<file path="src/include/cmsc_pkg.sv">
// constants, types and the register map of the clock mode and stop controller
// assumes an apb slave at 40 MHz; analog parts are modelled as status inputs
package cmsc_pkg;
  localparam logic [7:0] CMSC_OFS_SYNTH = 8'h00;
  localparam logic [7:0] CMSC_OFS_REFDIV = 8'h04;
  localparam logic [7:0] CMSC_OFS_POSTDIV = 8'h08;
  localparam logic [7:0] CMSC_OFS_CLKSEL = 8'h0c;
  localparam logic [7:0] CMSC_OFS_OSC = 8'h10;
  localparam logic [7:0] CMSC_OFS_STATUS = 8'h14;
  localparam logic [7:0] CMSC_OFS_TRIM = 8'h18;
  localparam logic [7:0] CMSC_OFS_EVENT = 8'h1c;
  localparam logic [7:0] CMSC_OFS_STATE = 8'h20;
  // vco = 2 * 1 MHz * (mult + 1) = 64 MHz
  localparam logic [5:0] CMSC_SYNTH_RST = 6'h1f;
  localparam logic [4:0] CMSC_POSTDIV_RST = 5'h03;
  localparam logic [3:0] CMSC_REFDIV_RST = 4'h0;
  // clock select field positions
  localparam int CMSC_B_PLL_CLOCK_SELECT = 0;
  localparam int CMSC_B_PSTOP = 1;
  localparam int CMSC_B_WDSEL = 2;
  localparam int CMSC_B_RTISEL = 3;
  // status and event bits
  localparam int CMSC_B_UP = 0;
  localparam int CMSC_B_LOCK = 1;
  localparam int CMSC_B_LVD = 2;
  localparam int CMSC_B_LOCKEV = 0;
  localparam int CMSC_B_LVIEV = 1;
  localparam int CMSC_B_PORF = 2;
  localparam int CMSC_B_RSTF = 3;
  localparam int CMSC_CLK_MHZ = 40;
  localparam int CMSC_OSCILLATOR_UP_FLAG_US = 100;
  localparam int CMSC_OSCILLATOR_UP_FLAG_CYC = CMSC_OSCILLATOR_UP_FLAG_US * CMSC_CLK_MHZ;
  localparam int CMSC_SW_GAP = 2;
  typedef enum logic [1:0] {
    CMSC_MODE_RUN, CMSC_MODE_FULL_STOP, CMSC_MODE_PSEUDO_STOP
  } cmsc_mode_t;
endpackage

</file>
<file path="src/hdl/cmsc_clk_switch.sv">
// glitch free two-input clock multiplexer, modelled as enables in pclk domain
// assumes both sources are presented as one-cycle enable pulses on pclk
`timescale 1ns/1ps
module cmsc_clk_switch
  import cmsc_pkg::*;
(
  input wire logic pclk,
  input wire logic presetn,
  input wire logic sel_pll,
  input wire logic pll_en,
  input wire logic osc_en,
  input wire logic halt,
  output logic clk_en,
  output logic sel_pll_now
);
  typedef struct packed {
    logic pll_on;
    logic osc_on;
    logic en;
  } cmsc_sw_t;
  cmsc_sw_t s_r, s_nxt;
  always_comb begin
    s_nxt = s_r;
    // break before make: a source drops only at its own pulse, the other waits
    if (s_r.pll_on && !sel_pll && pll_en) begin
      s_nxt.pll_on = 1'b0;
    end
    if (s_r.osc_on && sel_pll && osc_en) begin
      s_nxt.osc_on = 1'b0;
    end
    if (!s_r.pll_on && !s_r.osc_on) begin
      if (sel_pll && pll_en) begin
        s_nxt.pll_on = 1'b1;
      end else if (!sel_pll && osc_en) begin
        s_nxt.osc_on = 1'b1;
      end
    end
    s_nxt.en = !halt && ((s_r.pll_on && pll_en) || (s_r.osc_on && osc_en));
  end
  always_ff @(posedge pclk or negedge presetn) begin
    if (!presetn) begin
      s_r <= '{pll_on: 1'b1, osc_on: 1'b0, en: 1'b0};
    end else begin
      s_r <= s_nxt;
    end
  end
  assign clk_en = s_r.en;
  assign sel_pll_now = s_r.pll_on;
endmodule

</file>
<file path="src/hdl/cmsc_top.sv">
// clock mode and stop controller with apb register access
// pll lock and voltage detectors arrive as synchronous levels; oscillator startup is counted internally
//
// Our own choices: the address map and the APB interface to the registers.
`timescale 1ns/1ps
module cmsc_top
  import cmsc_pkg::*;
#(
  parameter int OSCILLATOR_UP_FLAG_CYC = CMSC_OSCILLATOR_UP_FLAG_CYC,
  parameter int BUS_DIV = 5
) (
  input wire logic pclk,
  input wire logic presetn,
  input wire logic psel,
  input wire logic penable,
  input wire logic pwrite,
  input wire logic [7:0] paddr,
  input wire logic [31:0] pwdata,
  output logic [31:0] prdata,
  output logic pready,
  output logic pslverr,
  input wire logic stop_instr,
  input wire logic wait_instr,
  input wire logic wakeup,
  input wire logic pll_lock,
  input wire logic lv_detect,
  input wire logic lv_reset,
  input wire logic por,
  input wire logic illegal_access,
  input wire logic watchdog_timeout,
  input wire logic clock_monitor_fail,
  input wire logic ext_reset_n,
  input wire logic [9:0] flash_trim,
  input wire logic flash_trim_valid,
  output logic system_reset,
  output logic lock_irq,
  output logic lvi_irq,
  output logic pll_enable,
  output logic irc_enable,
  output logic osc_enable_out,
  output logic regulator_full_power,
  output logic api_available,
  output logic pll_ref_external,
  output logic [5:0] vco_mult,
  output logic [3:0] reference_divider,
  output logic [4:0] post_divider,
  output logic [9:0] irc_trim,
  output logic bus_clk_en,
  output logic core_clk_run,
  output logic wd_clk_run,
  output logic rti_clk_run
);
  // refused at elaboration: the divider counter is eight bits wide
  if (OSCILLATOR_UP_FLAG_CYC < 1 || BUS_DIV < 2 || BUS_DIV > 255) begin : g_bad_param
    $error("cmsc_top: bad parameter");
  end
  typedef struct packed {
    logic [5:0] synth;
    logic [3:0] refdiv;
    logic [4:0] postdiv;
    logic pll_clock_select;
    logic pseudo_stop_enable;
    logic watchdog_clock_source_select;
    logic rti_clock_source_select;
    logic oscillator_enable;
    logic watchdog_enable;
    logic rti_enable;
    logic [9:0] trim;
    logic trim_written;
    logic lock_ev;
    logic lvi_ev;
    logic por_flag;
    logic rst_flag;
    logic lock_q;
    logic lvd_q;
    cmsc_mode_t mode;
    logic [31:0] up_cnt;
    logic oscillator_up_flag;
    logic [7:0] div_cnt;
    logic pll_tick;
    logic osc_tick;
    logic [31:0] rdata;
    logic sysrst;
  } cmsc_st_t;
  cmsc_st_t r_r, r_nxt;
  logic wr, rd, hit, sw_sel, sw_en;
  logic pseudo;
  assign wr = psel && penable && pwrite;
  assign rd = psel && !penable && !pwrite;
  assign pseudo = r_r.pseudo_stop_enable && r_r.oscillator_enable;
  always_comb begin
    hit = 1'b1;
    unique case (paddr)
      CMSC_OFS_SYNTH, CMSC_OFS_REFDIV, CMSC_OFS_POSTDIV, CMSC_OFS_CLKSEL,
      CMSC_OFS_OSC, CMSC_OFS_STATUS, CMSC_OFS_TRIM, CMSC_OFS_EVENT,
      CMSC_OFS_STATE: hit = 1'b1;
      default: hit = 1'b0;
    endcase
  end
  always_comb begin
    r_nxt = r_r;
    r_nxt.lock_q = pll_lock;
    r_nxt.lvd_q = lv_detect;
    // reset sources are combined here; set over clear on flags
    r_nxt.sysrst = por || lv_reset || illegal_access || watchdog_timeout
                   || clock_monitor_fail || !ext_reset_n;
    if (!r_r.trim_written && flash_trim_valid) begin
      r_nxt.trim = flash_trim;
    end
    // oscillator startup counter, restarted whenever the oscillator stops
    if (!r_r.oscillator_enable || r_r.mode == CMSC_MODE_FULL_STOP) begin
      r_nxt.up_cnt = '0;
      r_nxt.oscillator_up_flag = 1'b0;
    end else if (r_r.up_cnt >= 32'(OSCILLATOR_UP_FLAG_CYC - 1)) begin
      r_nxt.oscillator_up_flag = 1'b1;
    end else begin
      r_nxt.up_cnt = r_r.up_cnt + 32'h1;
    end
    // stand-in source clocks as enables derived from pclk
    r_nxt.div_cnt = (r_r.div_cnt >= 8'(BUS_DIV - 1)) ? 8'h00 : r_r.div_cnt + 8'h01;
    r_nxt.pll_tick = (r_r.div_cnt == 8'h00);
    r_nxt.osc_tick = r_r.oscillator_up_flag && (r_r.div_cnt == 8'(BUS_DIV / 2));
    // apb writes
    if (wr) begin
      unique case (paddr)
        CMSC_OFS_SYNTH: r_nxt.synth = pwdata[5:0];
        CMSC_OFS_REFDIV: r_nxt.refdiv = pwdata[3:0];
        CMSC_OFS_POSTDIV: r_nxt.postdiv = pwdata[4:0];
        CMSC_OFS_CLKSEL: begin
          r_nxt.pll_clock_select = pwdata[CMSC_B_PLL_CLOCK_SELECT];
          r_nxt.pseudo_stop_enable = pwdata[CMSC_B_PSTOP];
          r_nxt.watchdog_clock_source_select = pwdata[CMSC_B_WDSEL];
          r_nxt.rti_clock_source_select = pwdata[CMSC_B_RTISEL];
        end
        CMSC_OFS_OSC: begin
          r_nxt.oscillator_enable = pwdata[0];
          r_nxt.watchdog_enable = pwdata[1];
          r_nxt.rti_enable = pwdata[2];
        end
        CMSC_OFS_TRIM: begin
          r_nxt.trim = pwdata[9:0];
          r_nxt.trim_written = 1'b1;
        end
        CMSC_OFS_EVENT: begin
          // write one to clear
          if (pwdata[CMSC_B_LOCKEV]) r_nxt.lock_ev = 1'b0;
          if (pwdata[CMSC_B_LVIEV]) r_nxt.lvi_ev = 1'b0;
          if (pwdata[CMSC_B_PORF]) r_nxt.por_flag = 1'b0;
          if (pwdata[CMSC_B_RSTF]) r_nxt.rst_flag = 1'b0;
        end
        default: begin
        end
      endcase
    end
    // events set after the clear so that a coincident set wins
    if (pll_lock != r_r.lock_q) r_nxt.lock_ev = 1'b1;
    if (lv_detect && !r_r.lvd_q) r_nxt.lvi_ev = 1'b1;
    if (por) r_nxt.por_flag = 1'b1;
    if (r_nxt.sysrst) r_nxt.rst_flag = 1'b1;
    // mode sequencing; wait instruction leaves clocking untouched
    unique case (r_r.mode)
      CMSC_MODE_RUN: begin
        if (stop_instr) begin
          r_nxt.mode = pseudo ? CMSC_MODE_PSEUDO_STOP : CMSC_MODE_FULL_STOP;
        end
      end
      CMSC_MODE_FULL_STOP: begin
        if (wakeup) begin
          r_nxt.mode = CMSC_MODE_RUN;
          r_nxt.pll_clock_select = 1'b1;
          r_nxt.watchdog_clock_source_select = 1'b0;
          r_nxt.rti_clock_source_select = 1'b0;
        end
      end
      CMSC_MODE_PSEUDO_STOP: begin
        if (wakeup) r_nxt.mode = CMSC_MODE_RUN;
      end
    endcase
    unique case (paddr)
      CMSC_OFS_SYNTH: r_nxt.rdata = {26'h0, r_r.synth};
      CMSC_OFS_REFDIV: r_nxt.rdata = {28'h0, r_r.refdiv};
      CMSC_OFS_POSTDIV: r_nxt.rdata = {27'h0, r_r.postdiv};
      CMSC_OFS_CLKSEL: r_nxt.rdata = {28'h0, r_r.rti_clock_source_select,
          r_r.watchdog_clock_source_select, r_r.pseudo_stop_enable, r_r.pll_clock_select};
      CMSC_OFS_OSC: r_nxt.rdata = {29'h0, r_r.rti_enable, r_r.watchdog_enable,
          r_r.oscillator_enable};
      CMSC_OFS_STATUS: r_nxt.rdata = {29'h0, r_r.lvd_q, r_r.lock_q, r_r.oscillator_up_flag};
      CMSC_OFS_TRIM: r_nxt.rdata = {22'h0, r_r.trim};
      CMSC_OFS_EVENT: r_nxt.rdata = {28'h0, r_r.rst_flag, r_r.por_flag, r_r.lvi_ev,
          r_r.lock_ev};
      CMSC_OFS_STATE: r_nxt.rdata = {30'h0, r_r.mode};
      default: r_nxt.rdata = 32'h0;
    endcase
    if (!rd) r_nxt.rdata = r_r.rdata;
  end
  always_ff @(posedge pclk or negedge presetn) begin
    if (!presetn) begin
      r_r <= '{synth: CMSC_SYNTH_RST, refdiv: CMSC_REFDIV_RST,
               postdiv: CMSC_POSTDIV_RST,
               pll_clock_select: 1'b1,
               mode: CMSC_MODE_RUN, por_flag: 1'b1, default: '0};
    end else begin
      r_r <= r_nxt;
    end
  end
  // bypass keeps the pll running as a spike filter reference
  assign sw_sel = r_r.pll_clock_select || !r_r.oscillator_up_flag;
  cmsc_clk_switch u_sw (
    .pclk(pclk),
    .presetn(presetn),
    .sel_pll(sw_sel),
    .pll_en(r_r.pll_tick),
    .osc_en(r_r.osc_tick),
    // next mode, so no bus pulse slips out in the first stop cycle
    .halt(r_nxt.mode != CMSC_MODE_RUN),
    .clk_en(sw_en),
    .sel_pll_now()
  );
  assign bus_clk_en = sw_en;
  assign core_clk_run = (r_r.mode == CMSC_MODE_RUN);
  assign pll_enable = (r_r.mode == CMSC_MODE_RUN);
  assign irc_enable = (r_r.mode == CMSC_MODE_RUN);
  assign regulator_full_power = (r_r.mode == CMSC_MODE_RUN);
  assign api_available = 1'b1;
  assign osc_enable_out = r_r.oscillator_enable && (r_r.mode != CMSC_MODE_FULL_STOP);
  assign pll_ref_external = r_r.oscillator_enable && r_r.oscillator_up_flag;
  assign wd_clk_run = r_r.watchdog_enable && (r_r.mode != CMSC_MODE_FULL_STOP);
  assign rti_clk_run = r_r.rti_enable && (r_r.mode != CMSC_MODE_FULL_STOP);
  assign vco_mult = r_r.synth;
  assign reference_divider = r_r.refdiv;
  assign post_divider = r_r.postdiv;
  assign irc_trim = r_r.trim;
  assign system_reset = r_r.sysrst;
  assign lock_irq = r_r.lock_ev;
  assign lvi_irq = r_r.lvi_ev;
  assign prdata = r_r.rdata;
  assign pready = 1'b1;
  assign pslverr = psel && penable && !hit;
endmodule

</file>
<file path="config.mk">
export PLATFORM = sky130hd
export DESIGN_NAME = cmsc_top
export DESIGN_NICKNAME = d
export VERILOG_FILES = /design/src/include/cmsc_pkg.sv /design/src/hdl/cmsc_clk_switch.sv /design/src/hdl/cmsc_top.sv
export SDC_FILE = /design/constraint.sdc
export NUM_CORES = 1
export LEC_CHECK = 0
export BUFFER_PORTS_ARGS = -buffer_cell sky130_fd_sc_hd__buf_2
export CAP_MARGIN = 0
export CORE_MARGIN = 4
export CORE_UTILIZATION = 35
export CTS_BUF_LIST = sky130_fd_sc_hd__clkbuf_16
export CTS_CLUSTER_SIZE = 20
export DETAILED_ROUTE_END_ITERATION = 16
export GPL_TIMING_DRIVEN = 1
export PLACE_DENSITY = 0.64
export SLEW_MARGIN = 20
export SYNTH_ARGS = -nofsm -noshare
export SYNTH_HDL_FRONTEND = slang
export SYNTH_SLANG_ARGS = --single-unit
</file>
<file path="constraint.sdc">
create_clock -name pclk -period 2.76 [get_ports pclk]
set_input_delay 0.138 -clock pclk [delete_from_list [all_inputs] [get_ports pclk]]
set_output_delay 0.138 -clock pclk [all_outputs]
set_load 0.01 [all_outputs]
</file>
**Word-level counts from Yosys, hierarchy flattened**

Cells that the tools add are included.

- Register bits after elaboration: 120
- Input port bits: 67
- Output and inout port bits: 72
- Word-level logic and storage cells: 153

- Add/sub/neg operators: 2
- $lt $le $gt $ge: 2
- Equality and inequality tests: 14
- Mux-type cells: 34
- Reduce and logical (&&, ||, !) cells: 72

Operators by type and width:

| cell | number |
|---|---|
| one-hot mux 10 bit (9 select lines) | 1 |
| 2-to-1 mux 33 bit | 1 |
| adder 32 x 1 -> 32 bit (second input constant) | 1 |
| equality test 8 x 5 -> 1 bit (second input constant) | 4 |
| greater-or-equal comparator 32 x 12 -> 1 bit (second input constant) | 1 |
| 2-to-1 mux 32 bit | 1 |
| nonzero test 2 bit | 14 |
| logical AND 1 bit | 23 |
| 2-to-1 mux 22 bit | 1 |
| 2-to-1 mux 1 bit | 17 |
| equality test 8 x 4 -> 1 bit (second input constant) | 2 |
| zero test 8 bit | 2 |
| zero test 1 bit | 12 |
| 2-to-1 mux 2 bit | 6 |
| AND reduction 2 bit | 6 |
| AND reduction 3 bit | 4 |
| 2-to-1 mux 11 bit | 1 |
| 2-to-1 mux 10 bit | 1 |
| OR reduction 9 bit | 1 |
| adder 8 x 1 -> 8 bit (second input constant) | 1 |
| equality test 8 x 2 -> 1 bit (second input constant) | 1 |
| equality test 8 x 3 -> 1 bit (second input constant) | 1 |
| equality test 8 x 6 -> 1 bit (second input constant) | 1 |
| greater-or-equal comparator 8 x 3 -> 1 bit (second input constant) | 1 |
| 12 further kinds | 20 |

**Depth between registers and ports, before layout**

- Depth after elaboration: 8
- Mapped depth: 7
- Gate-level depth less buffers: 7

**Cells and area by module**

Synthesis repeated with hierarchy kept, for this count alone.

- Cell total of the unflattened synthesis: 465
- Area, all modules: 4,922.2 µm²

By module, submodules not included:

| module | instances | cells each | area an instance (µm²) | seq. area each (µm²) |
|---|---|---|---|---|
| cmsc_top | 1 | 455 | 4,800.9 | 2,388.5 |
| cmsc_clk_switch | 1 | 10 | 121.4 | 76.3 |

**Worst setup path before layout**

Ideal clock, no wire load.

- Path type: reg2reg
- Start: reg r_r[44] in the netlist's numbering
- End: reg r_r[53] in the netlist's numbering
- Library setup time: 0.078 ns
- Data arrival time: 2.031 ns
- Data required time: 2.682 ns
- Path slack: 0.651 ns
- Cell stages (with the launch flop): 8
- Buffers on the path: 1
- Clock period less this slack: 2.109 ns
- Cells stage by stage: dfrtp_1 > ha_1 > and4_4 > o311a_4 > or3_1 > clkbuf_2 > or4_1 > a21oi_1

- Word-level cells in the longest chain between the ends: 3
- Elaborated cells on any way between the ends: 5
- Classes of those cells: add/sub (1); order compare (1); eq/ne (1); mux (2)

RTL lines:

| element | line | text |
|---|---|---|
| start, declared | cmsc_top.sv:85 | `cmsc_st_t r_r, r_nxt;` |
| start signal, assigned | cmsc_top.sv:198 | `r_r <= '{synth: CMSC_SYNTH_RST, refdiv: CMSC_REFDIV_RST,` |
| start signal, assigned | cmsc_top.sv:203 | `r_r <= r_nxt;` |
| adder 32 x 1 -> 32 bit | cmsc_top.sv:117 | `r_nxt.up_cnt = r_r.up_cnt + 32'h1;` |
| 2-to-1 mux 32 bit | cmsc_top.sv:114 | `end else if (r_r.up_cnt >= 32'(OSCILLATOR_UP_FLAG_CYC - 1)) begin` |
| 2-to-1 mux 33 bit | cmsc_top.sv:111 | `if (!r_r.oscillator_enable \|\| r_r.mode == CMSC_MODE_FULL_STOP) begin` |

Several ways; a longest one is shown, not always the timed one. The select of a mux whose other input is x is not followed.
A chain may end at the register's enable or synchronous reset.

**Worst setup path in the final report**

Same ends and word-level chain as after synthesis.

==> flow_summary.toml <==
[min_path]
min_path_type = "primary input to flip-flop"
holdPathEnd = "system_reset"
min_path_cells = 2
hp-start = "clock_monitor_fail"

[die]
coreArea_mm2 = 0.0133
dieArea_mm2 = 0.0157
die_h_um = 125
die_w_um = 125
start_util_pct = 36.0
fp-row-count = 42
io_pins = 139

[pwr]
p_clk_share_pct = 41.0
finalPower_mw = 3.10
seqPwrFrac_pct = 48.5
ir_drop_mv = 0.393
p_comb_share_pct = 10.5
intPower_mw = 2.32
leakage_nw = 2.67
switching_share_pct = 25.4
p_switching_uw = 790
p_per_area_mw_per_mm2 = 568

[clock_tree]
post_cts_buffers = 0
hold_buffers = 4
clock_path_buffers = 2
clk_latency_ps = 360
cts-root-buf = "clkbuf_16"
htreeDepth = 3
cts_tree = "built"
cts.sinks = 98
numCtsBuffers = 9
cts.repair.resized = 0
cts.clk_slew.worst_paths_ps = 70

[timing]
setup_violations = 0
hold_ws_ps = 29.9
fin_crit_ps = 2230
final-max-slew-violation-count = 0
period_share_pct = 80.6
finalHoldViolCount = 0
finalSetupTns_ps = 0
worstMarginPinSlew_ps = 671
skew_ps = 13.6
relSlewSlack_pct = 54.9
rsz0062_at_grt = "false"
fmax_mhz = 449

[synthesis]
ys_types = 47
synth_cells = 449
synth-async-reset-ratio_pct = 100
synth_warnings = 0
ys.flop_type = "dfrtp_1"
synth_area_per_cell_um2 = 10.7
syn_area_mm2 = 0.00481
synth_seq_cells = 98
ys_seq_area_share_pct = 51.2
synth_edf_count = 0

[grt]
grt_usage_pct = 13.8
grt_pass1_wl_um = 17300
grt_pass1_vias = 3392
grt_max_degree = 52
overflow = 0
antenna_found_initial = 1

[setup_path]
worst_r2r_path_depth = 6
r2r_slack_ps = 530
critical_path_class = "flip-flop to flip-flop"
r2r-start = "r_r[44]"
cp-start-kind = "flip-flop"
end_kind = "flip-flop"
cp_max_fo = 8
r2r_end = "r_r[53]"
cp.arrival_ps = 2510
worst_ep_required_time_ps = 3040

[finish]
finish.instance_area_mm2 = 0.00546
drive_gt1_share_pct = 29.5
area_growth_pct = 13.6
final_common_cell = "buf_2"
final_cell_mix = "buf_2, dfrtp_1, nand2_1"
final_nets = 583

[drt]
drt-initial-drc-count = 166
highest_layer = "met4"
drt-met1-wl_um = 4500
ant_nets = 0
dr.pass1.iters = 5
num_vias = 3308
wl_um = 10500
wl_met2_um = 5200
met3RoutedLength_um = 730
wl_per_cell_um = 15.2
drc = 0
viasPerCell = 4.78

[place]
gp_congestion = 0.816
post_dp_cell_area_mm2 = 0.00512
dp_hpwl_um = 7700
numPortBuffers = 91

[run]
maxCapViolations = 0

[run_status]
status = "complete, no violations"
cells in the mapped netlist, types with 10 or more instances:
| master | number | area [um2] |
|---|---|---|
| buf_4 | 63 | 473 |
| o21ai_0 | 13 | 65.1 |
| nand2_1 | 37 | 139 |
| nor4_1 | 11 | 68.8 |
| dfrtp_1 | 88 | 2200 |
| and2_1 | 25 | 156 |
| mux2i_1 | 18 | 180 |
| dfstp_2 | 10 | 263 |
| mux2_2 | 22 | 248 |
| nor2_1 | 25 | 93.8 |
| a21oi_1 | 24 | 120 |
| clkbuf_1 | 12 | 45.0 |
routing by layer:
| metal | track usage (%) | vias up |
|---|---|---|
| met5 | 0 | - |
| met4 | 4.02 | 0 |
| met3 | 5.88 | 6 |
| met2 | 23.0 | 98 |
| met1 | 16.2 | 1618 |
| li1 | - | 1586 |
metrics by stage:
| step | util (%) | instances | setup slack (ps) |
|---|---|---|---|
| floorplan | - | 476 | 651 |
| finish | 40.9 | 692 | 534 |
| global placement | 38.3 | 671 | 572 |
| detailed placement | 38.3 | 671 | 556 |
| global route | 40.9 | 692 | 407 |
| CTS | 40.9 | 691 | 546 |
power groups by stage:
stage / registers [mW] / clock network, mW / logic (mW)
5_1_grt: 1.51 / 1.38 / 0.363
6_report: 1.51 / 1.27 / 0.325
3_5_place_dp: 1.53 / 0 / 0.322
3_3_place_gp: 1.53 / 0 / 0.317
4_1_cts: 1.51 / 1.32 / 0.328
2_1_floorplan: 1.52 / 0 / 0.251
sequential cells by signal (all words and copies together) (netlist names), named ones only:
signal	count
prdata	10
r_r	57
u_sw.clk_en	1
reference_divider	4
vco_mult	6
system_reset	1
lock_irq	1
lvi_irq	1
irc_trim	10
u_sw.sel_pll_now	1
post_divider	5
worst max-delay path, stage by stage, from the launching register on:
cell and delay (ps):
dfrtp_1 420, ha_1 220, and4_4 170, o311a_4 320, or3_1 440, or4_1 430
a21oi_1 150
cell families after synthesis:
family | after synthesis | synth area share [%]
other cells | 2 | 0.156
fa+ha+maj | 6 | 1.56
xor+xnor | 5 | 0.910
buf+inv | 87 | 11.7
simple gates | 148 | 16.2
mux | 43 | 10.3
compound gates | 60 | 7.96
flops | 98 | 51.2
how the worst max path moves through the flow:
stage / endpoint / slack (ps) / start / cells after the start
3_5_place_dp: r_r[53] / 560 / r_r[44] / 6
3_3_place_gp: r_r[53] / 570 / r_r[44] / 6
5_1_grt: r_r[53] / 410 / r_r[44] / 6
4_1_cts: r_r[53] / 550 / r_r[44] / 6
2_1_floorplan: r_r[53] / 650 / r_r[44] / 7
6_report: r_r[53] / 530 / r_r[44] / 6
final cells by class:
cell class              count  area (um2)
clock inverters             7        77.6
multi-input cells         291        1880
well taps                 176         220
fillers                  1306        7890
flip-flops and latches     98        2460
inverters                   9        33.8
clock buffers               9         225
diodes                      1        2.50
repair buffers            101         556
(Power assumes the default switching activity.)
